File: config.mk
export PLATFORM = sky130hd
export DESIGN_NAME = flkme_top
export DESIGN_NICKNAME = d
export VERILOG_FILES = /design/src/core/flkme_pkg.sv /design/src/core/flkme_op_if.sv /design/src/core/flkme_op_timer.sv /design/src/core/flkme_top.sv
export SDC_FILE = /design/constraint.sdc
export NUM_CORES = 1
export LEC_CHECK = 0
export ABC_AREA = 1
export BUFFER_PORTS_ARGS = -buffer_cell sky130_fd_sc_hd__buf_2
export CORE_MARGIN = 1.5
export CORE_UTILIZATION = 33
export CTS_CLUSTER_SIZE = 10
export DETAILED_ROUTE_END_ITERATION = 16
export GPL_TIMING_DRIVEN = 0
export PLACE_DENSITY_LB_ADDON = 0.1
export SLEW_MARGIN = 40
export SYNTH_ARGS = -nofsm -noshare
export SYNTH_HDL_FRONTEND = slang
export SYNTH_SLANG_ARGS = --single-unit
File: constraint.sdc
create_clock -name core_clk -period 4.1 [get_ports core_clk]
set_input_delay 0.82 -clock core_clk [delete_from_list [all_inputs] [get_ports core_clk]]
set_output_delay 0.82 -clock core_clk [all_outputs]
set_load 0.05 [all_outputs]
File: src/core/flkme_pkg.sv
// constants, field layout and command codes of the flash lock and mode entry block
// assumes a single 10 MHz core clock shared by every file that imports it
`default_nettype none

package flkme_pkg;

  // array geometry
  localparam int NUM_REGIONS = 16;
  localparam int PAGES_PER_REGION = 32;
  localparam int PAGE_BYTES = 128;
  localparam int REGION_W = $clog2(NUM_REGIONS);
  localparam int PAGE_W = $clog2(NUM_REGIONS * PAGES_PER_REGION);
  localparam int CAL_W = 8;
  localparam logic [CAL_W-1:0] CAL_DEFAULT = 8'h5A;
  localparam logic [NUM_REGIONS-1:0] LOCK_RESET = 16'h0000;

  // timing, times in their own unit, counts derived from the clock rate
  localparam int CLK_KHZ = 10000;
  localparam int MS_PER_S = 1000;
  localparam int PROG_ERASE_MS = 6;
  localparam int PROG_ONLY_MS = 3;
  localparam int FULL_ERASE_MS = 15;
  localparam int RECOVERY_S = 10;
  localparam int PROG_ERASE_CYC = PROG_ERASE_MS * CLK_KHZ;
  localparam int PROG_ONLY_CYC = PROG_ONLY_MS * CLK_KHZ;
  localparam int FULL_ERASE_CYC = FULL_ERASE_MS * CLK_KHZ;
  localparam int RECOVERY_CYC = RECOVERY_S * MS_PER_S * CLK_KHZ;
  localparam int QUICK_CYC = 2;
  localparam int CNT_W = 27;

  // register port
  localparam int ADDR_W = 8;
  localparam int DATA_W = 32;
  localparam logic [ADDR_W-1:0] OFF_MODE = 8'h00;
  localparam logic [ADDR_W-1:0] OFF_CMD = 8'h04;
  localparam logic [ADDR_W-1:0] OFF_STATUS = 8'h08;
  localparam logic [ADDR_W-1:0] OFF_LOCK = 8'h0C;
  localparam logic [ADDR_W-1:0] OFF_CAL = 8'h10;

  // command word fields
  localparam int CMD_LSB = 0;
  localparam int CMD_W = 4;
  localparam int PAGE_LSB = 8;

  // status and mode layout; events share positions in both
  localparam int ST_READY = 0;
  localparam int EV_LSB = 1;
  localparam int EV_W = 2;
  localparam int EV_LOCK_ERR = 0;
  localparam int EV_DONE = 1;
  localparam int ST_FPM = 3;
  localparam int ST_RECOV = 4;
  localparam int ST_PROT = 5;
  localparam int ST_PAR = 6;

  typedef enum logic [CMD_W-1:0] {
    CMD_READ = 4'h0,
    CMD_PROG = 4'h1,
    CMD_PROG_NOERASE = 4'h2,
    CMD_PAGE_ERASE = 4'h3,
    CMD_FULL_ERASE = 4'h4,
    CMD_SET_LOCK = 4'h5,
    CMD_CLR_LOCK = 4'h6,
    CMD_PROTECT = 4'h7,
    CMD_RESTORE = 4'h8
  } flkme_cmd_e;

endpackage : flkme_pkg

`default_nettype wire

File: src/core/flkme_op_if.sv
// handshake between the command sequencer and the operation timer
// assumes both ends run on core_clk
`default_nettype none

interface flkme_op_if;
  logic start;
  logic [flkme_pkg::CNT_W-1:0] cycles;
  logic busy;
  logic done;
  modport ctl (output start, output cycles, input busy, input done);
  modport tmr (input start, input cycles, output busy, output done);
endinterface : flkme_op_if

`default_nettype wire

File: src/core/flkme_op_timer.sv
// operation timer: done pulses cycles cycles after start
// assumes cycles of at least 2 and a start only while idle
`default_nettype none

module flkme_op_timer (
  input wire logic core_clk,
  input wire logic rst_n,
  flkme_op_if.tmr op
);
  import flkme_pkg::*;

  logic [CNT_W-1:0] cnt;
  logic busy;
  logic done;

  assign op.busy = busy;
  assign op.done = done;

  always_ff @(posedge core_clk or negedge rst_n) begin
    if (!rst_n) begin
      cnt <= '0;
      busy <= 1'b0;
      done <= 1'b0;
    end else begin
      done <= 1'b0;
      if (op.start) begin
        cnt <= op.cycles - CNT_W'(1);
        busy <= 1'b1;
      end else if (busy && cnt == CNT_W'(1)) begin
        busy <= 1'b0;
        done <= 1'b1;
      end else if (busy) begin
        cnt <= cnt - CNT_W'(1);
      end
    end
  end
endmodule : flkme_op_timer

`default_nettype wire

File: src/core/flkme_top.sv
// flash lock protection, command sequencing and strap mode entry
// assumes straps, erase pin and programmer port are synchronous to core_clk
//
// Summary of operation
// - sixteen lock bits, each guarding one region of 32 pages of 128 bytes
// - program or erase to a locked region aborts, no flash change, sets lock error
// - lock error raises interrupt only when its enable bit is written one
// - set-lock command sets the addressed region's lock bit
// - clear-lock command clears the addressed region's lock bit
// - erase pin clears every lock bit
// - eight calibration bits are read only and survive the erase pin
// - test strap, mode straps zero and one high, two low: fast programming
// - fast programming accepts read, program, erase, lock, unlock, protect
// - programmer port serves serial or parallel source, each transfer acknowledged
// - all four straps high for ten seconds restores boot sectors, then halt
// - page program takes 6 ms with auto erase, 3 ms without
// - full erase completes in 15 ms and is then reported done
//
// Design decisions made here: the register addresses and the address-and-strobe port.
`default_nettype none

module flkme_top #(
  parameter int PROG_ERASE_CYCLES = flkme_pkg::PROG_ERASE_CYC,
  parameter int PROG_ONLY_CYCLES = flkme_pkg::PROG_ONLY_CYC,
  parameter int FULL_ERASE_CYCLES = flkme_pkg::FULL_ERASE_CYC,
  parameter int RECOVERY_CYCLES = flkme_pkg::RECOVERY_CYC,
  parameter logic [flkme_pkg::CAL_W-1:0] CAL_VALUE = flkme_pkg::CAL_DEFAULT
) (
  input wire logic core_clk,
  input wire logic nrst,
  input wire logic [flkme_pkg::ADDR_W-1:0] reg_addr,
  input wire logic [flkme_pkg::DATA_W-1:0] reg_wdata,
  input wire logic reg_wr,
  input wire logic reg_rd,
  output logic [flkme_pkg::DATA_W-1:0] reg_rdata,
  input wire logic erase_pin,
  input wire logic test_strap_pin,
  input wire logic mode_strap_zero,
  input wire logic mode_strap_one,
  input wire logic mode_strap_two,
  input wire logic pgm_valid,
  input wire logic pgm_parallel,
  input wire logic [flkme_pkg::CMD_W-1:0] pgm_cmd,
  input wire logic [flkme_pkg::PAGE_W-1:0] pgm_page,
  output logic pgm_ack,
  output logic flash_start,
  output logic flash_busy,
  output logic [flkme_pkg::CMD_W-1:0] flash_op,
  output logic [flkme_pkg::PAGE_W-1:0] flash_page,
  output logic [flkme_pkg::NUM_REGIONS-1:0] lock_state,
  output logic fast_prog_mode,
  output logic recovery_done,
  output logic irq
);
  import flkme_pkg::*;

  typedef enum logic [1:0] {
    S_IDLE = 2'b00,
    S_RUN = 2'b01,
    S_RECOVER = 2'b10,
    S_HALT = 2'b11
  } flkme_state_e;

  localparam logic [CNT_W-1:0] REC_LAST = CNT_W'(RECOVERY_CYCLES - 1);

  function automatic logic [REGION_W-1:0] region_of(input logic [PAGE_W-1:0] page);
    region_of = page[PAGE_W-1 -: REGION_W];
  endfunction : region_of

  function automatic logic touches_array(input logic [CMD_W-1:0] c);
    touches_array = (c == CMD_PROG) || (c == CMD_PROG_NOERASE) ||
                    (c == CMD_PAGE_ERASE) || (c == CMD_FULL_ERASE);
  endfunction : touches_array

  function automatic logic [CNT_W-1:0] op_len(input logic [CMD_W-1:0] c);
    case (c)
      CMD_PROG: op_len = CNT_W'(PROG_ERASE_CYCLES);
      CMD_PROG_NOERASE: op_len = CNT_W'(PROG_ONLY_CYCLES);
      CMD_PAGE_ERASE: op_len = CNT_W'(PROG_ONLY_CYCLES);
      CMD_FULL_ERASE: op_len = CNT_W'(FULL_ERASE_CYCLES);
      default: op_len = CNT_W'(QUICK_CYC);
    endcase
  endfunction : op_len

  // reset release through two flops
  logic [1:0] rst_pipe;
  logic rst_n;
  always_ff @(posedge core_clk or negedge nrst) begin
    if (!nrst) begin
      rst_pipe <= 2'b00;
    end else begin
      rst_pipe <= {rst_pipe[0], 1'b1};
    end
  end
  assign rst_n = rst_pipe[1];

  flkme_op_if op ();
  flkme_op_timer u_timer (
    .core_clk(core_clk),
    .rst_n(rst_n),
    .op(op)
  );

  flkme_state_e state;
  flkme_state_e next_state;
  logic [CNT_W-1:0] rec_cnt;
  logic [EV_W-1:0] ev;
  logic [EV_W-1:0] ev_ie;
  logic [EV_W-1:0] ev_set;
  logic [EV_W-1:0] ev_clr;
  logic protect_bit;
  logic last_par;

  // strap decode
  logic fpm_pattern;
  logic rec_pattern;
  logic rec_fire;
  assign fpm_pattern = test_strap_pin & mode_strap_zero & mode_strap_one & ~mode_strap_two;
  assign rec_pattern = test_strap_pin & mode_strap_zero & mode_strap_one & mode_strap_two;
  assign rec_fire = rec_pattern && state == S_IDLE && rec_cnt == REC_LAST;

  // command take; programmer owns the flash in fast mode, so software is refused there
  logic sw_take;
  logic pgm_take;
  logic take;
  logic [CMD_W-1:0] take_cmd;
  logic [PAGE_W-1:0] take_page;
  logic [REGION_W-1:0] take_region;
  logic blocked;
  logic take_go;

  assign sw_take = reg_wr && reg_addr == OFF_CMD && state == S_IDLE &&
                   !fast_prog_mode && !rec_fire;
  assign pgm_take = pgm_valid && fast_prog_mode && state == S_IDLE &&
                    !pgm_ack && !rec_fire;
  assign take = sw_take || pgm_take;
  assign take_cmd = pgm_take ? pgm_cmd : reg_wdata[CMD_LSB +: CMD_W];
  assign take_page = pgm_take ? pgm_page : reg_wdata[PAGE_LSB +: PAGE_W];
  assign take_region = region_of(take_page);
  assign blocked = touches_array(take_cmd) &&
                   ((take_cmd == CMD_FULL_ERASE) ? (|lock_state) : lock_state[take_region]);
  assign take_go = take && !blocked;

  assign op.start = state == S_IDLE && (rec_fire || take_go);
  assign op.cycles = rec_fire ? CNT_W'(FULL_ERASE_CYCLES) : op_len(take_cmd);

  always_comb begin
    next_state = state;
    case (state)
      S_IDLE: begin
        if (rec_fire) begin
          next_state = S_RECOVER;
        end else if (take_go) begin
          next_state = S_RUN;
        end
      end
      S_RUN: begin
        if (op.done) begin
          next_state = S_IDLE;
        end
      end
      S_RECOVER: begin
        if (op.done) begin
          next_state = S_HALT;
        end
      end
      S_HALT: next_state = S_HALT;
      default: next_state = S_IDLE;
    endcase
  end

  always_ff @(posedge core_clk or negedge rst_n) begin
    if (!rst_n) begin
      state <= S_IDLE;
      flash_busy <= 1'b0;
    end else begin
      state <= next_state;
      flash_busy <= next_state == S_RUN || next_state == S_RECOVER;
    end
  end

  // straps are levels the programmer keeps; mode follows them
  always_ff @(posedge core_clk or negedge rst_n) begin
    if (!rst_n) begin
      fast_prog_mode <= 1'b0;
    end else begin
      fast_prog_mode <= fpm_pattern;
    end
  end

  // a break in the pattern restarts the ten second count
  always_ff @(posedge core_clk or negedge rst_n) begin
    if (!rst_n) begin
      rec_cnt <= '0;
    end else if (!rec_pattern || state != S_IDLE) begin
      rec_cnt <= '0;
    end else if (rec_cnt != REC_LAST) begin
      rec_cnt <= rec_cnt + CNT_W'(1);
    end
  end

  always_ff @(posedge core_clk or negedge rst_n) begin
    if (!rst_n) begin
      recovery_done <= 1'b0;
    end else if (state == S_RECOVER && op.done) begin
      recovery_done <= 1'b1;
    end
  end

  // flash side strobe; aborted commands never reach it
  always_ff @(posedge core_clk or negedge rst_n) begin
    if (!rst_n) begin
      flash_start <= 1'b0;
      flash_op <= CMD_READ;
      flash_page <= '0;
    end else begin
      flash_start <= op.start;
      if (op.start) begin
        flash_op <= rec_fire ? CMD_RESTORE : take_cmd;
        flash_page <= rec_fire ? '0 : take_page;
      end
    end
  end

  always_ff @(posedge core_clk or negedge rst_n) begin
    if (!rst_n) begin
      pgm_ack <= 1'b0;
      last_par <= 1'b0;
    end else begin
      pgm_ack <= pgm_take;
      if (pgm_take) begin
        last_par <= pgm_parallel;
      end
    end
  end

  // one lock bit per region; erase pin outranks commands
  for (genvar g = 0; g < NUM_REGIONS; g++) begin : g_lock
    always_ff @(posedge core_clk or negedge rst_n) begin
      if (!rst_n) begin
        lock_state[g] <= LOCK_RESET[g];
      end else if (erase_pin) begin
        lock_state[g] <= 1'b0;
      end else if (take_go && take_region == REGION_W'(g) && take_cmd == CMD_SET_LOCK) begin
        lock_state[g] <= 1'b1;
      end else if (take_go && take_region == REGION_W'(g) && take_cmd == CMD_CLR_LOCK) begin
        lock_state[g] <= 1'b0;
      end
    end
  end

  always_ff @(posedge core_clk or negedge rst_n) begin
    if (!rst_n) begin
      protect_bit <= 1'b0;
    end else if (erase_pin) begin
      protect_bit <= 1'b0;
    end else if (take_go && take_cmd == CMD_PROTECT) begin
      protect_bit <= 1'b1;
    end
  end

  // sticky events, write one to clear, a new event wins over its clear
  always_comb begin
    ev_set = '0;
    ev_set[EV_LOCK_ERR] = take && blocked;
    ev_set[EV_DONE] = state == S_RUN && op.done;
    ev_clr = '0;
    if (reg_wr && reg_addr == OFF_STATUS) begin
      ev_clr = reg_wdata[EV_LSB +: EV_W];
    end
  end

  always_ff @(posedge core_clk or negedge rst_n) begin
    if (!rst_n) begin
      ev <= '0;
    end else begin
      ev <= (ev & ~ev_clr) | ev_set;
    end
  end

  always_ff @(posedge core_clk or negedge rst_n) begin
    if (!rst_n) begin
      ev_ie <= '0;
    end else if (reg_wr && reg_addr == OFF_MODE) begin
      ev_ie <= reg_wdata[EV_LSB +: EV_W];
    end
  end

  always_ff @(posedge core_clk or negedge rst_n) begin
    if (!rst_n) begin
      irq <= 1'b0;
    end else begin
      irq <= |(ev & ev_ie);
    end
  end

  // read data one cycle after the strobe, zero elsewhere
  always_ff @(posedge core_clk or negedge rst_n) begin
    if (!rst_n) begin
      reg_rdata <= '0;
    end else begin
      reg_rdata <= '0;
      if (reg_rd) begin
        case (reg_addr)
          OFF_MODE: reg_rdata[EV_LSB +: EV_W] <= ev_ie;
          OFF_STATUS: begin
            reg_rdata[ST_READY] <= state == S_IDLE;
            reg_rdata[EV_LSB +: EV_W] <= ev;
            reg_rdata[ST_FPM] <= fast_prog_mode;
            reg_rdata[ST_RECOV] <= recovery_done;
            reg_rdata[ST_PROT] <= protect_bit;
            reg_rdata[ST_PAR] <= last_par;
          end
          OFF_LOCK: reg_rdata[NUM_REGIONS-1:0] <= lock_state;
          OFF_CAL: reg_rdata[CAL_W-1:0] <= CAL_VALUE;
          default: reg_rdata <= '0;
        endcase
      end
    end
  end

  // helper for duration checks
  logic [CNT_W-1:0] busy_len;
  logic [CNT_W-1:0] exp_len;
  always_ff @(posedge core_clk or negedge rst_n) begin
    if (!rst_n) begin
      busy_len <= '0;
      exp_len <= '0;
    end else if (op.start) begin
      busy_len <= '0;
      exp_len <= op.cycles;
    end else if (flash_busy) begin
      busy_len <= busy_len + CNT_W'(1);
    end
  end
endmodule : flkme_top

`default_nettype wire

==> qor.csv, run 1 <==
metric,value,unit
WP data required,4.46,ns
design area,8380,um^2
first-pass GRT wire length,33200,um
post-CTS setup buffer count,0,
post_cts resized,0,
MaxCap Viol Count,0,
CTS tree,done,
Synth Register Bits,117,
CTS Sinks,117,
Worst Path Max Fanout,10,
Comb power frac,17.0,%
largest net degree at the start of global routing,36,
IO Pins,131,
Final Max Tran Viols,0,
First-pass DRT Iterations,4,
WP data arrival,3.97,ns
post-DP HPWL,15500,um
Final Core Density,41.4,%
Placed Area,7750,um^2
Sw Share,29.2,%
synth warn,0,
Setup CP Type,flip-flop to flip-flop,
crit path max-delay cell type,o21ai_0,
Clock Power Share,44.6,%
Initial Utilization,33.7,%
Tcrit/Tclk final,88.0,%
hold slack,0.173,ns
# setup viols final,0,
worst-path cell chain,ha_1 > nand2_1 > nor2_1 > nand2_1 > nor2_1 > nand3_2 > nand2_2 > buf_6 > o21ai_0 > nor2_1 > nand2_1 > nand2_1 > o21ai_2 > nand2_2 > nand2_4 > nand2_4 > inv_4 > buf_4 > nand3_1 > nand3_1,
Final nets,1115,
Die Y,147,um
# diodes,0,
worst ir drop on vdd,0.000321,V
Root Driver,clkbuf_16,
Netlist Area Pre-Place,6830,um^2
starting DRC count in detailed routing,449,
Internal,2.56,mW
number of port buffers,93,
vias per cell,4.84,
Net Switching,1.06,mW
Cell Pwr Density,431,nW/um^2
antenna-violating nets left,0,
Mapped Avg Cell Area,7.44,um^2
GR Overflow Total,0,
Worst-path clk slew,0.06,ns
Slew HR,43.8,%
die area,21600,um^2
Setup TNS Final,0,ns
count of cell types in the netlist,43,
Die W,147,um
share of cells above drive strength 1,17.5,%
vias,6439,
DRT Wirelength,20500,um
# rows,52,
CP startpoint kind,flip-flop,
Critical Path End Type,flip-flop,
f_max,277,MHz
depth of the CTS H-tree,4,
critical path's largest stage delay,0.57,ns
endpoints failing hold,0,
post-synthesis sequential area ratio,42.9,%
Synth Instances,917,
CTS Hold Bufs,0,
synthesis-to-layout area growth,22.7,%
Core Region,20200,um^2
gr usage total,19.7,%
initial antenna violation count,0,
Slew @ Worst Pin,0.835,ns
worst-skew pair later-pin latency,0.42,ns
Seq pwr share,38.4,%
Worst Hold Class,primary input to async pin,
CTS Buffer Depth,2,
wire per inst,15.4,um
DRC viols,0,
P_leak,4.07,nW
outcome,finished clean,
Inserted Clock Buffers,17,
Reg2Reg Setup Slack,0.49,ns
Worst Skew,0.0113,ns
number of global-route vias before repair,6119,
Period minus WS final,3.61,ns
Tot Pwr,3.62,mW
cell seen most often among critical-path stages,nand2_1,
RePlAce Congestion,0.891,
RSZ-0062 raised after global routing,false,
-- final timing paths --
path	depth (start not counted)	startpoint	end
hold / removal	1	nrst	rst_pipe[1]
hold reg to reg	0	rst_pipe[1]	u_timer.cnt[0]
max in group asynchronous	2	rst_pipe[1]	lock_state[1]
setup / recovery	20	rec_cnt[0]	u_timer.cnt[8]
setup reg to reg	20	rec_cnt[0]	u_timer.cnt[8]
min in group core_clk	0	rst_pipe[0]	rst_pipe[1]
-- layout make-up --
cell class / instances / area (um^2)
Tap cell: 270 / 338
Multi-Input combinational cell: 657 / 3240
Clock buffer: 25 / 485
Timing Repair Buffer: 96 / 526
Inverter: 114 / 430
Sequential cell: 117 / 2930
Buffer: 44 / 289
Fill cell: 2168 / 11900
Clock inverter: 7 / 144
-- synthesized netlist by cell type, drive strengths merged --
cell,instances,area (um^2)
nand2,209,825
nand3b,2,15.0
clkbuf,8,30.0
inv,114,430
conb,2,7.51
mux2i,5,50.1
nand3,88,445
ha,4,50.1
xnor2,15,131
nor3,38,211
o21ai,49,260
nor2,105,397
a41o,1,10.0
a21boi,1,7.51
o221a,1,11.3
a22oi,1,7.51
a211oi,4,30.0
a22o,1,8.76
dfrtp,117,2930
nand4,40,250
a31oi,2,12.5
or2,1,6.26
xor2,12,105
buf,36,259
a31o,1,8.76
nor4,18,113
a21oi,39,195
and3,1,6.26
o21a,2,15.0
-- layout by cell type, fill, tap and decap left out, drive strengths merged, types with 38 or more instances in the layout --
cell type / synthesis / layout
nand2: 209 / 209
nand3: 88 / 88
nor3: 38 / 38
nor2: 105 / 105
dfrtp: 117 / 117
nand4: 40 / 40
o21ai: 49 / 49
a21oi: 39 / 39
inv: 114 / 114
buf: 36 / 132
-- kinds of logic (layout without fill, tap and decap cells) --
logic type	after synthesis	in the layout	synth area share, %
AND/OR/NAND/NOR	502	502	33.2
buffers and inverters	158	286	10.5
flip-flops	117	117	42.9
AO/OA/AOI/OAI	102	102	8.30
XOR/XNOR	27	27	3.46
multiplexers	5	5	0.733
adder cells (fa/ha/maj)	4	4	0.733
other	2	17	0.110
-- routing by layer --
layer  vias up  part of all wire, %  track usage (%)
met2       166                   48             32.5
met1      2999                   46             26.6
li1       3253                    -                -
met3        21                  4.8             3.29
met4         0                  1.2             5.66
met5         -                    0                0
-- state kept, by name, indices dropped and copies added (netlist names), 2 cells and up --
| signal | count |
|---|---|
| rec_cnt | 27 |
| u_timer.cnt | 27 |
| lock_state | 16 |
| reg_rdata | 16 |
| flash_page | 9 |
| flash_op | 4 |
| ev | 2 |
| ev_ie | 2 |
| rst_pipe | 2 |
| state | 2 |
-- power groups by stage --
stage	clock (mW)	sequential [mW]	combinational, mW
3_5_place_dp	0	1.40	0.619
5_1_grt	1.70	1.40	0.712
4_1_cts	1.64	1.39	0.619
3_3_place_gp	0	1.42	0.586
2_1_floorplan	0	1.38	0.471
6_report	1.61	1.39	0.614
-- per-stage QoR --
step	instances	setup slack, ns
floorplan	932	0.599
global placement	1295	-1.06
detailed placement	1298	0.141
CTS	1330	0.467
global route	1330	0.184
finish	1330	0.493
-- critical path: cells and delay by family, from the launching register on --
family / cells / cell delay [ns]
flip-flops: 1 / 0.42
AO/OA/AOI/OAI: 2 / 0.74
adder cells (fa/ha/maj): 1 / 0.24
AND/OR/NAND/NOR: 14 / 1.60
buffers and inverters: 3 / 0.54
Power figures use the tool's default switching activity.
==> run 2: changes to the inputs <==
==> constraint.sdc (replaced) <==
create_clock -name core_clk -period 4.1 [get_ports core_clk]
set_input_delay 0.205 -clock core_clk [delete_from_list [all_inputs] [get_ports core_clk]]
set_output_delay 0.205 -clock core_clk [all_outputs]
set_load 0.05 [all_outputs]
==> qor.csv, run 2 (same netlist as run 1, synthesis figures left out) <==
metric,value,unit
Sw Share,29.2,%
Tot Pwr,3.62,mW
Worst Skew,0.0112,ns
Internal,2.56,mW
number of port buffers,93,
worst-skew pair later-pin latency,0.42,ns
gr usage total,19.7,%
"leading cell type in the layout, fill and taps excluded",nand2_1,
synthesis-to-layout area growth,23.2,%
CTS Sinks,117,
post-DP HPWL,15500,um
MaxCap Viol Count,0,
hold slack,0.0550,ns
Comb power frac,17.0,%
DRT Wirelength,20500,um
Tcrit/Tclk final,88.7,%
Top Registers,"rec_cnt x27, u_timer.cnt x27",
CP startpoint kind,flip-flop,
starting DRC count in detailed routing,463,
vias,6470,
Cell Pwr Density,430,nW/um^2
wire per inst,15.4,um
Critical Path End Type,flip-flop,
Slew @ Worst Pin,0.832,ns
Slew HR,44.0,%
FF+latch area,2930,um^2
First-pass DRT Iterations,5,
Final Core Density,41.6,%
f_max,275,MHz
worst ir drop on vdd,0.000321,V
critical path's largest stage delay,0.59,ns
Final nets,1118,
RSZ-0062 raised after global routing,false,
Setup WS pre-CTS,0.486,ns
GR Overflow Total,0,
number of global-route vias before repair,6115,
area of the multi-input gates,3240,um^2
cell seen most often among critical-path stages,nand2_1,
post_cts resized,0,
DRC viols,0,
Initial Utilization,33.7,%
Seq pwr share,38.3,%
Final Max Tran Viols,0,
Worst Path Max Fanout,10,
# setup viols final,0,
crit path max-delay cell type,o21ai_0,
largest net degree at the start of global routing,36,
"commonest non-fill, non-tap cells in the layout","nand2_1 (199), dfrtp_1 (116), inv_1 (105)",
IO Pins,131,
Worst-path clk slew,0.06,ns
outcome,finished clean,
first-pass GRT wire length,33200,um
depth of the CTS H-tree,4,
Period minus WS final,3.64,ns
WP data arrival,3.94,ns
CTS Buffer Depth,2,
# diodes,0,
Core Region,20200,um^2
Fill cells,2167,
share of cells above drive strength 1,17.5,%
vias per cell,4.85,
Inserted Clock Buffers,17,
Final WS setup,0.462,ns
WP data required,4.40,ns
Setup CP Type,flip-flop to flip-flop,
# rows,52,
initial antenna violation count,0,
Worst Hold Class,primary input to flip-flop,
Root Driver,clkbuf_16,
Clock Power Share,44.6,%
antenna-violating nets left,0,
endpoints failing hold,0,
fin cells,1333,
dpl cells,1298,
die area,21600,um^2
CTS tree,done,
Die W,147,um
RePlAce Congestion,0.891,
P_leak,4.08,nW
worst-path cell chain,ha_1 > nand2_1 > nor2_1 > nand2_1 > nor2_1 > nand3_2 > nand2_2 > buf_6 > o21ai_0 > nor2_1 > nand2_1 > nand2_1 > o21ai_2 > nand2_2 > nand2_4 > nand2_4 > inv_4 > nand2_4 > buf_6 > nand2_1 > nand2_1,
Die Y,147,um
Net Switching,1.06,mW
[run 2: cell count changes in the layout (fill, tap and decap cells not counted)]
cell / delta
dlygate4sd3_1: +3
[run 2: path summary, 6_finish.rpt]
| kind | to | depth (start not counted) | slack [ns] | start |
|---|---|---|---|---|
| hold / removal | flash_page[3] | 3 | 0.06 | pgm_page[3] |
| max in group asynchronous | lock_state[1] | 2 | 3.13 | rst_pipe[1] |
| hold reg to reg | u_timer.cnt[0] | 0 | 0.23 | rst_pipe[1] |
| min in group asynchronous | rst_pipe[1] | 2 | 0.09 | nrst |
| setup / recovery | u_timer.cnt[12] | 21 | 0.46 | rec_cnt[0] |
| setup reg to reg | u_timer.cnt[12] | 21 | 0.46 | rec_cnt[0] |
[run 2: metrics by stage]
step / instance area [um^2] / setup TNS [ns]
final: 8410 / 0
after global routing: 8410 / 0
after floorplan: 6880 / 0
after CTS: 8410 / 0
after detailed placement: 7750 / 0
after global placement: 7690 / -120.94
[run 2: cell type report]
type	instances	area share, %
Timing Repair Buffer	99	6.61
Tap cell	270	4.02
Clock inverter	7	1.71
Clock buffer	25	5.77
Buffer	44	3.44
Multi-Input combinational cell	657	38.5
Sequential cell	117	34.9
Inverter	114	5.12
[run 2: layer usage]
metal / track usage [%] / routed length (um) / part of all wire (%) / vias to the layer above
met3: 3.26 / 939 / 4.6 / 23
met4: 5.66 / 263 / 1.3 / 0
met1: 26.6 / 9540 / 47 / 3032
li1: - / - / - / 3258
met2: 32.5 / 9760 / 48 / 157
met5: 0 / 0 / 0 / -
[run 2: power by group through the flow]
| stage | clock [mW] | sequential [mW] | combinational [mW] |
|---|---|---|---|
| floorplan | 0 | 1.38 | 0.471 |
| global placement | 0 | 1.42 | 0.586 |
| detailed placement | 0 | 1.40 | 0.619 |
| CTS | 1.64 | 1.39 | 0.621 |
| global route | 1.70 | 1.40 | 0.714 |
| finish | 1.61 | 1.39 | 0.615 |
[run 2: worst max-delay path: cells and delay by family (launching register included)]
family / cells / cell delay, ns
AOI/OAI and AO/OA: 2 / 0.76
DFF: 1 / 0.42
and+or+nand+nor: 15 / 1.61
adders and majority gates: 1 / 0.24
buffers and inverters: 3 / 0.46
[run 2: timing repair]
item / in CTS / in global routing
buffers inserted: 0 / 0
hold endpoints to repair: 4 / 0
hold buffers: 3 / 0
==> run 3: changes to the inputs <==
--- a/config.mk
+++ b/config.mk
@@ -16,4 +16,5 @@
 export SLEW_MARGIN = 40
 export SYNTH_ARGS = -nofsm -noshare
 export SYNTH_HDL_FRONTEND = slang
+export SYNTH_HIERARCHICAL = 1
 export SYNTH_SLANG_ARGS = --single-unit
==> qor.csv, run 3 <==
metric,value,unit
Worst Hold Class,primary input to flip-flop,
starting DRC count in detailed routing,426,
crit-path leading delay family,simple AND/OR/NAND/NOR gates,
Worst Path Max Fanout,10,
gr usage total,19.6,%
area of the multi-input gates,4430,um^2
largest net degree at the start of global routing,35,
Die Y,157,um
Period minus WS final,3.82,ns
Critical Path End Type,flip-flop,
outcome,finished clean,
number of global-route vias before repair,7379,
# diodes,0,
# rows,56,
vias,7690,
die area,24700,um^2
post-synthesis sequential area ratio,37.3,%
antenna-violating nets left,0,
number of port buffers,94,
GR Overflow Total,0,
Mapped Avg Cell Area,7.01,um^2
top_reg_cell synth,dfrtp_1,
Inserted Clock Buffers,17,
Synth Instances,1119,
Area contributors post-synth,"dfrtp_1 (37%), nand2_1 (13%), nor2_1 (7.3%)",
Setup CP Type,flip-flop to flip-flop,
initial antenna violation count,0,
Synth Register Bits,117,
share of cells above drive strength 1,21.0,%
count of cell types in the netlist,48,
mux contribution to synthesized area,0.638,%
number of synthesized flops with an enable pin,0,
RePlAce Congestion,0.846,
depth of the CTS H-tree,4,
ys async rst share,100,%
Root Driver,clkbuf_16,
crit path max-delay cell type,dfrtp_1,
Final nets,1381,
worst-skew pair later-pin latency,0.43,ns
Slew @ Worst Pin,0.627,ns
Worst-path clk slew,0.06,ns
cell taking the most area after synthesis,dfrtp_1,
stages on the worst setup path,29,
Slew HR,58.2,%
Core Region,23400,um^2
Worst Skew,0.0104,ns
CTS tree,done,
Worst setup startpoint,rec_cnt[1],
wire per inst,14.0,um
Tcrit/Tclk final,93.2,%
largest family of logic cells by synthesized area,simple AND/OR/NAND/NOR gates,
FF+latch area,2930,um^2
synth warn,6,
commonest cells in the netlist,"nand2_1 (278), nor2_1 (152), inv_1 (127), dfrtp_1 (117), nand3_1 (99)",
Initial Utilization,33.5,%
hold slack,0.0415,ns
DRC viols,0,
Cell Pwr Density,388,nW/um^2
WP data required,4.42,ns
# setup viols final,0,
Yosys top cell area share,37.3,%
Top Registers,"rec_cnt x27, u_timer/cnt x27",
endpoints failing hold,0,
reg2reg end,u_timer/cnt[22],
adder-cell share of the synthesized area,0.638,%
P_leak,4.85,nW
"count leader, synth",nand2_1,
Synth Area in Compound Gates,10.9,%
CP startpoint kind,flip-flop,
post-DP HPWL,17600,um
CTS Buffer Depth,2,
MaxCap Viol Count,0,
Final Max Tran Viols,0,
worst ir drop on vdd,0.000191,V
worst path bufs/invs,8,
Reg2Reg Setup Slack,0.28,ns
f_max,262,MHz
Tot Pwr,3.83,mW
crit path capture,u_timer/cnt[22],
"commonest non-fill, non-tap cells in the layout","nand2_1 (275), nor2_1 (142), inv_1 (124)",
Simple-Gate Fraction of Synth Area,38.5,%
Fill cells,2543,
Die W,157,um
post-synthesis xor/xnor area fraction,1.23,%
Netlist Area Pre-Place,7850,um^2
"leading cell type in the layout, fill and taps excluded",nand2_1,
vias per cell,4.67,
DRT Wirelength,23100,um
WP data arrival,4.14,ns
synthesis-to-layout area growth,25.7,%
reg2reg path depth,29,
RR Startpoint,rec_cnt[1],
first-pass GRT wire length,37600,um
critical path's largest stage delay,0.39,ns
IO Pins,131,
CTS Sinks,117,
First-pass DRT Iterations,4,
## run 3: cell types whose count changed in the layout (fill, tap and decap cells not counted), moves of 12 or more
| cell | delta |
|---|---|
| nand2_1 | +76 |
| conb_1 | +45 |
| nor2_1 | +38 |
| inv_1 | +19 |
| nand3_2 | +17 |
| nor4_1 | -16 |
| xnor2_1 | -15 |
| o21ai_0 | +12 |
## run 3: routing by layer
| metal | track usage [%] | share of wire [%] | routed length (um) | up-vias |
|---|---|---|---|---|
| li1 | - | - | - | 3966 |
| met1 | 24.5 | 47 | 10800 | 3540 |
| met2 | 34.0 | 47 | 10900 | 153 |
| met3 | 3.58 | 3.7 | 863 | 31 |
| met4 | 6.65 | 2.2 | 504 | 0 |
| met5 | 0 | 0 | 0 | - |
## run 3: tightest hold or removal path: cells and delay by family
kind                   cells  cell delay, ns
buffers and inverters      2            0.17
AND/OR/NAND/NOR            1            0.06
## run 3: power breakdown
part | switching, mW | leakage, nW | total (mW) | internal (mW)
Combinational | 0.688 | 2.99 | 1.04 | 0.350
Clock | 0.582 | 0.273 | 1.44 | 0.853
Sequential | 0.108 | 1.59 | 1.35 | 1.24
## run 3: area by class of cell
type	count	share of cell area, %
Clock buffer	18	4.45
Inverter	136	5.22
Timing Repair Buffer	115	6.80
Multi-Input combinational cell	882	44.9
Buffer	44	3.60
Tap cell	319	4.05
Sequential cell	117	29.7
Clock inverter	14	1.31
## run 3: how the worst min path moves through the flow
stage / cells after the start / endpoint / startpoint
after global routing: 3 / flash_page[0] / pgm_page[0]
final: 3 / reg_rdata[2] / reg_rd
after floorplan: 0 / rst_pipe[0] / nrst
after detailed placement: 1 / rst_pipe[0] / nrst
after CTS: 3 / reg_rdata[2] / reg_rd
after global placement: 1 / rst_pipe[0] / nrst
## run 3: cell families (layout without fill, tap and decap cells)
group | count (synthesis) | count (layout)
xor gates and xnor gates | 11 | 11
DFF | 117 | 117
buffers and inverters | 180 | 327
and+or+nand+nor | 656 | 656
adders and majority gates | 4 | 4
other | 2 | 62
muxes | 5 | 5
AOI/OAI and AO/OA | 144 | 144
## run 3: per-stage QoR
stage          cells  util (%)  setup slack (ns)   TNS, ns  cell area (um^2)
6_report        1645      42.2             0.279         0              9870
3_3_place_gp    1592      38.2             -1.21   -149.47              8940
4_1_cts         1639      41.6            0.0238         0              9730
2_1_floorplan   1179         -             0.426         0              8070
3_5_place_dp    1595      38.5            -0.484    -12.39              9010
5_1_grt         1645      42.2          -0.00159  -0.00159              9870
## run 3: repair_timing
action | CTS | global route
hold buffers | 3 | 0
buffers inserted | 8 | 6
pin swaps | 3 | 5
cloned | 1 | 0
endpoints found under the setup margin | 28 | 28
endpoints found under the hold margin | 4 | 0
resized for setup | 18 | 27
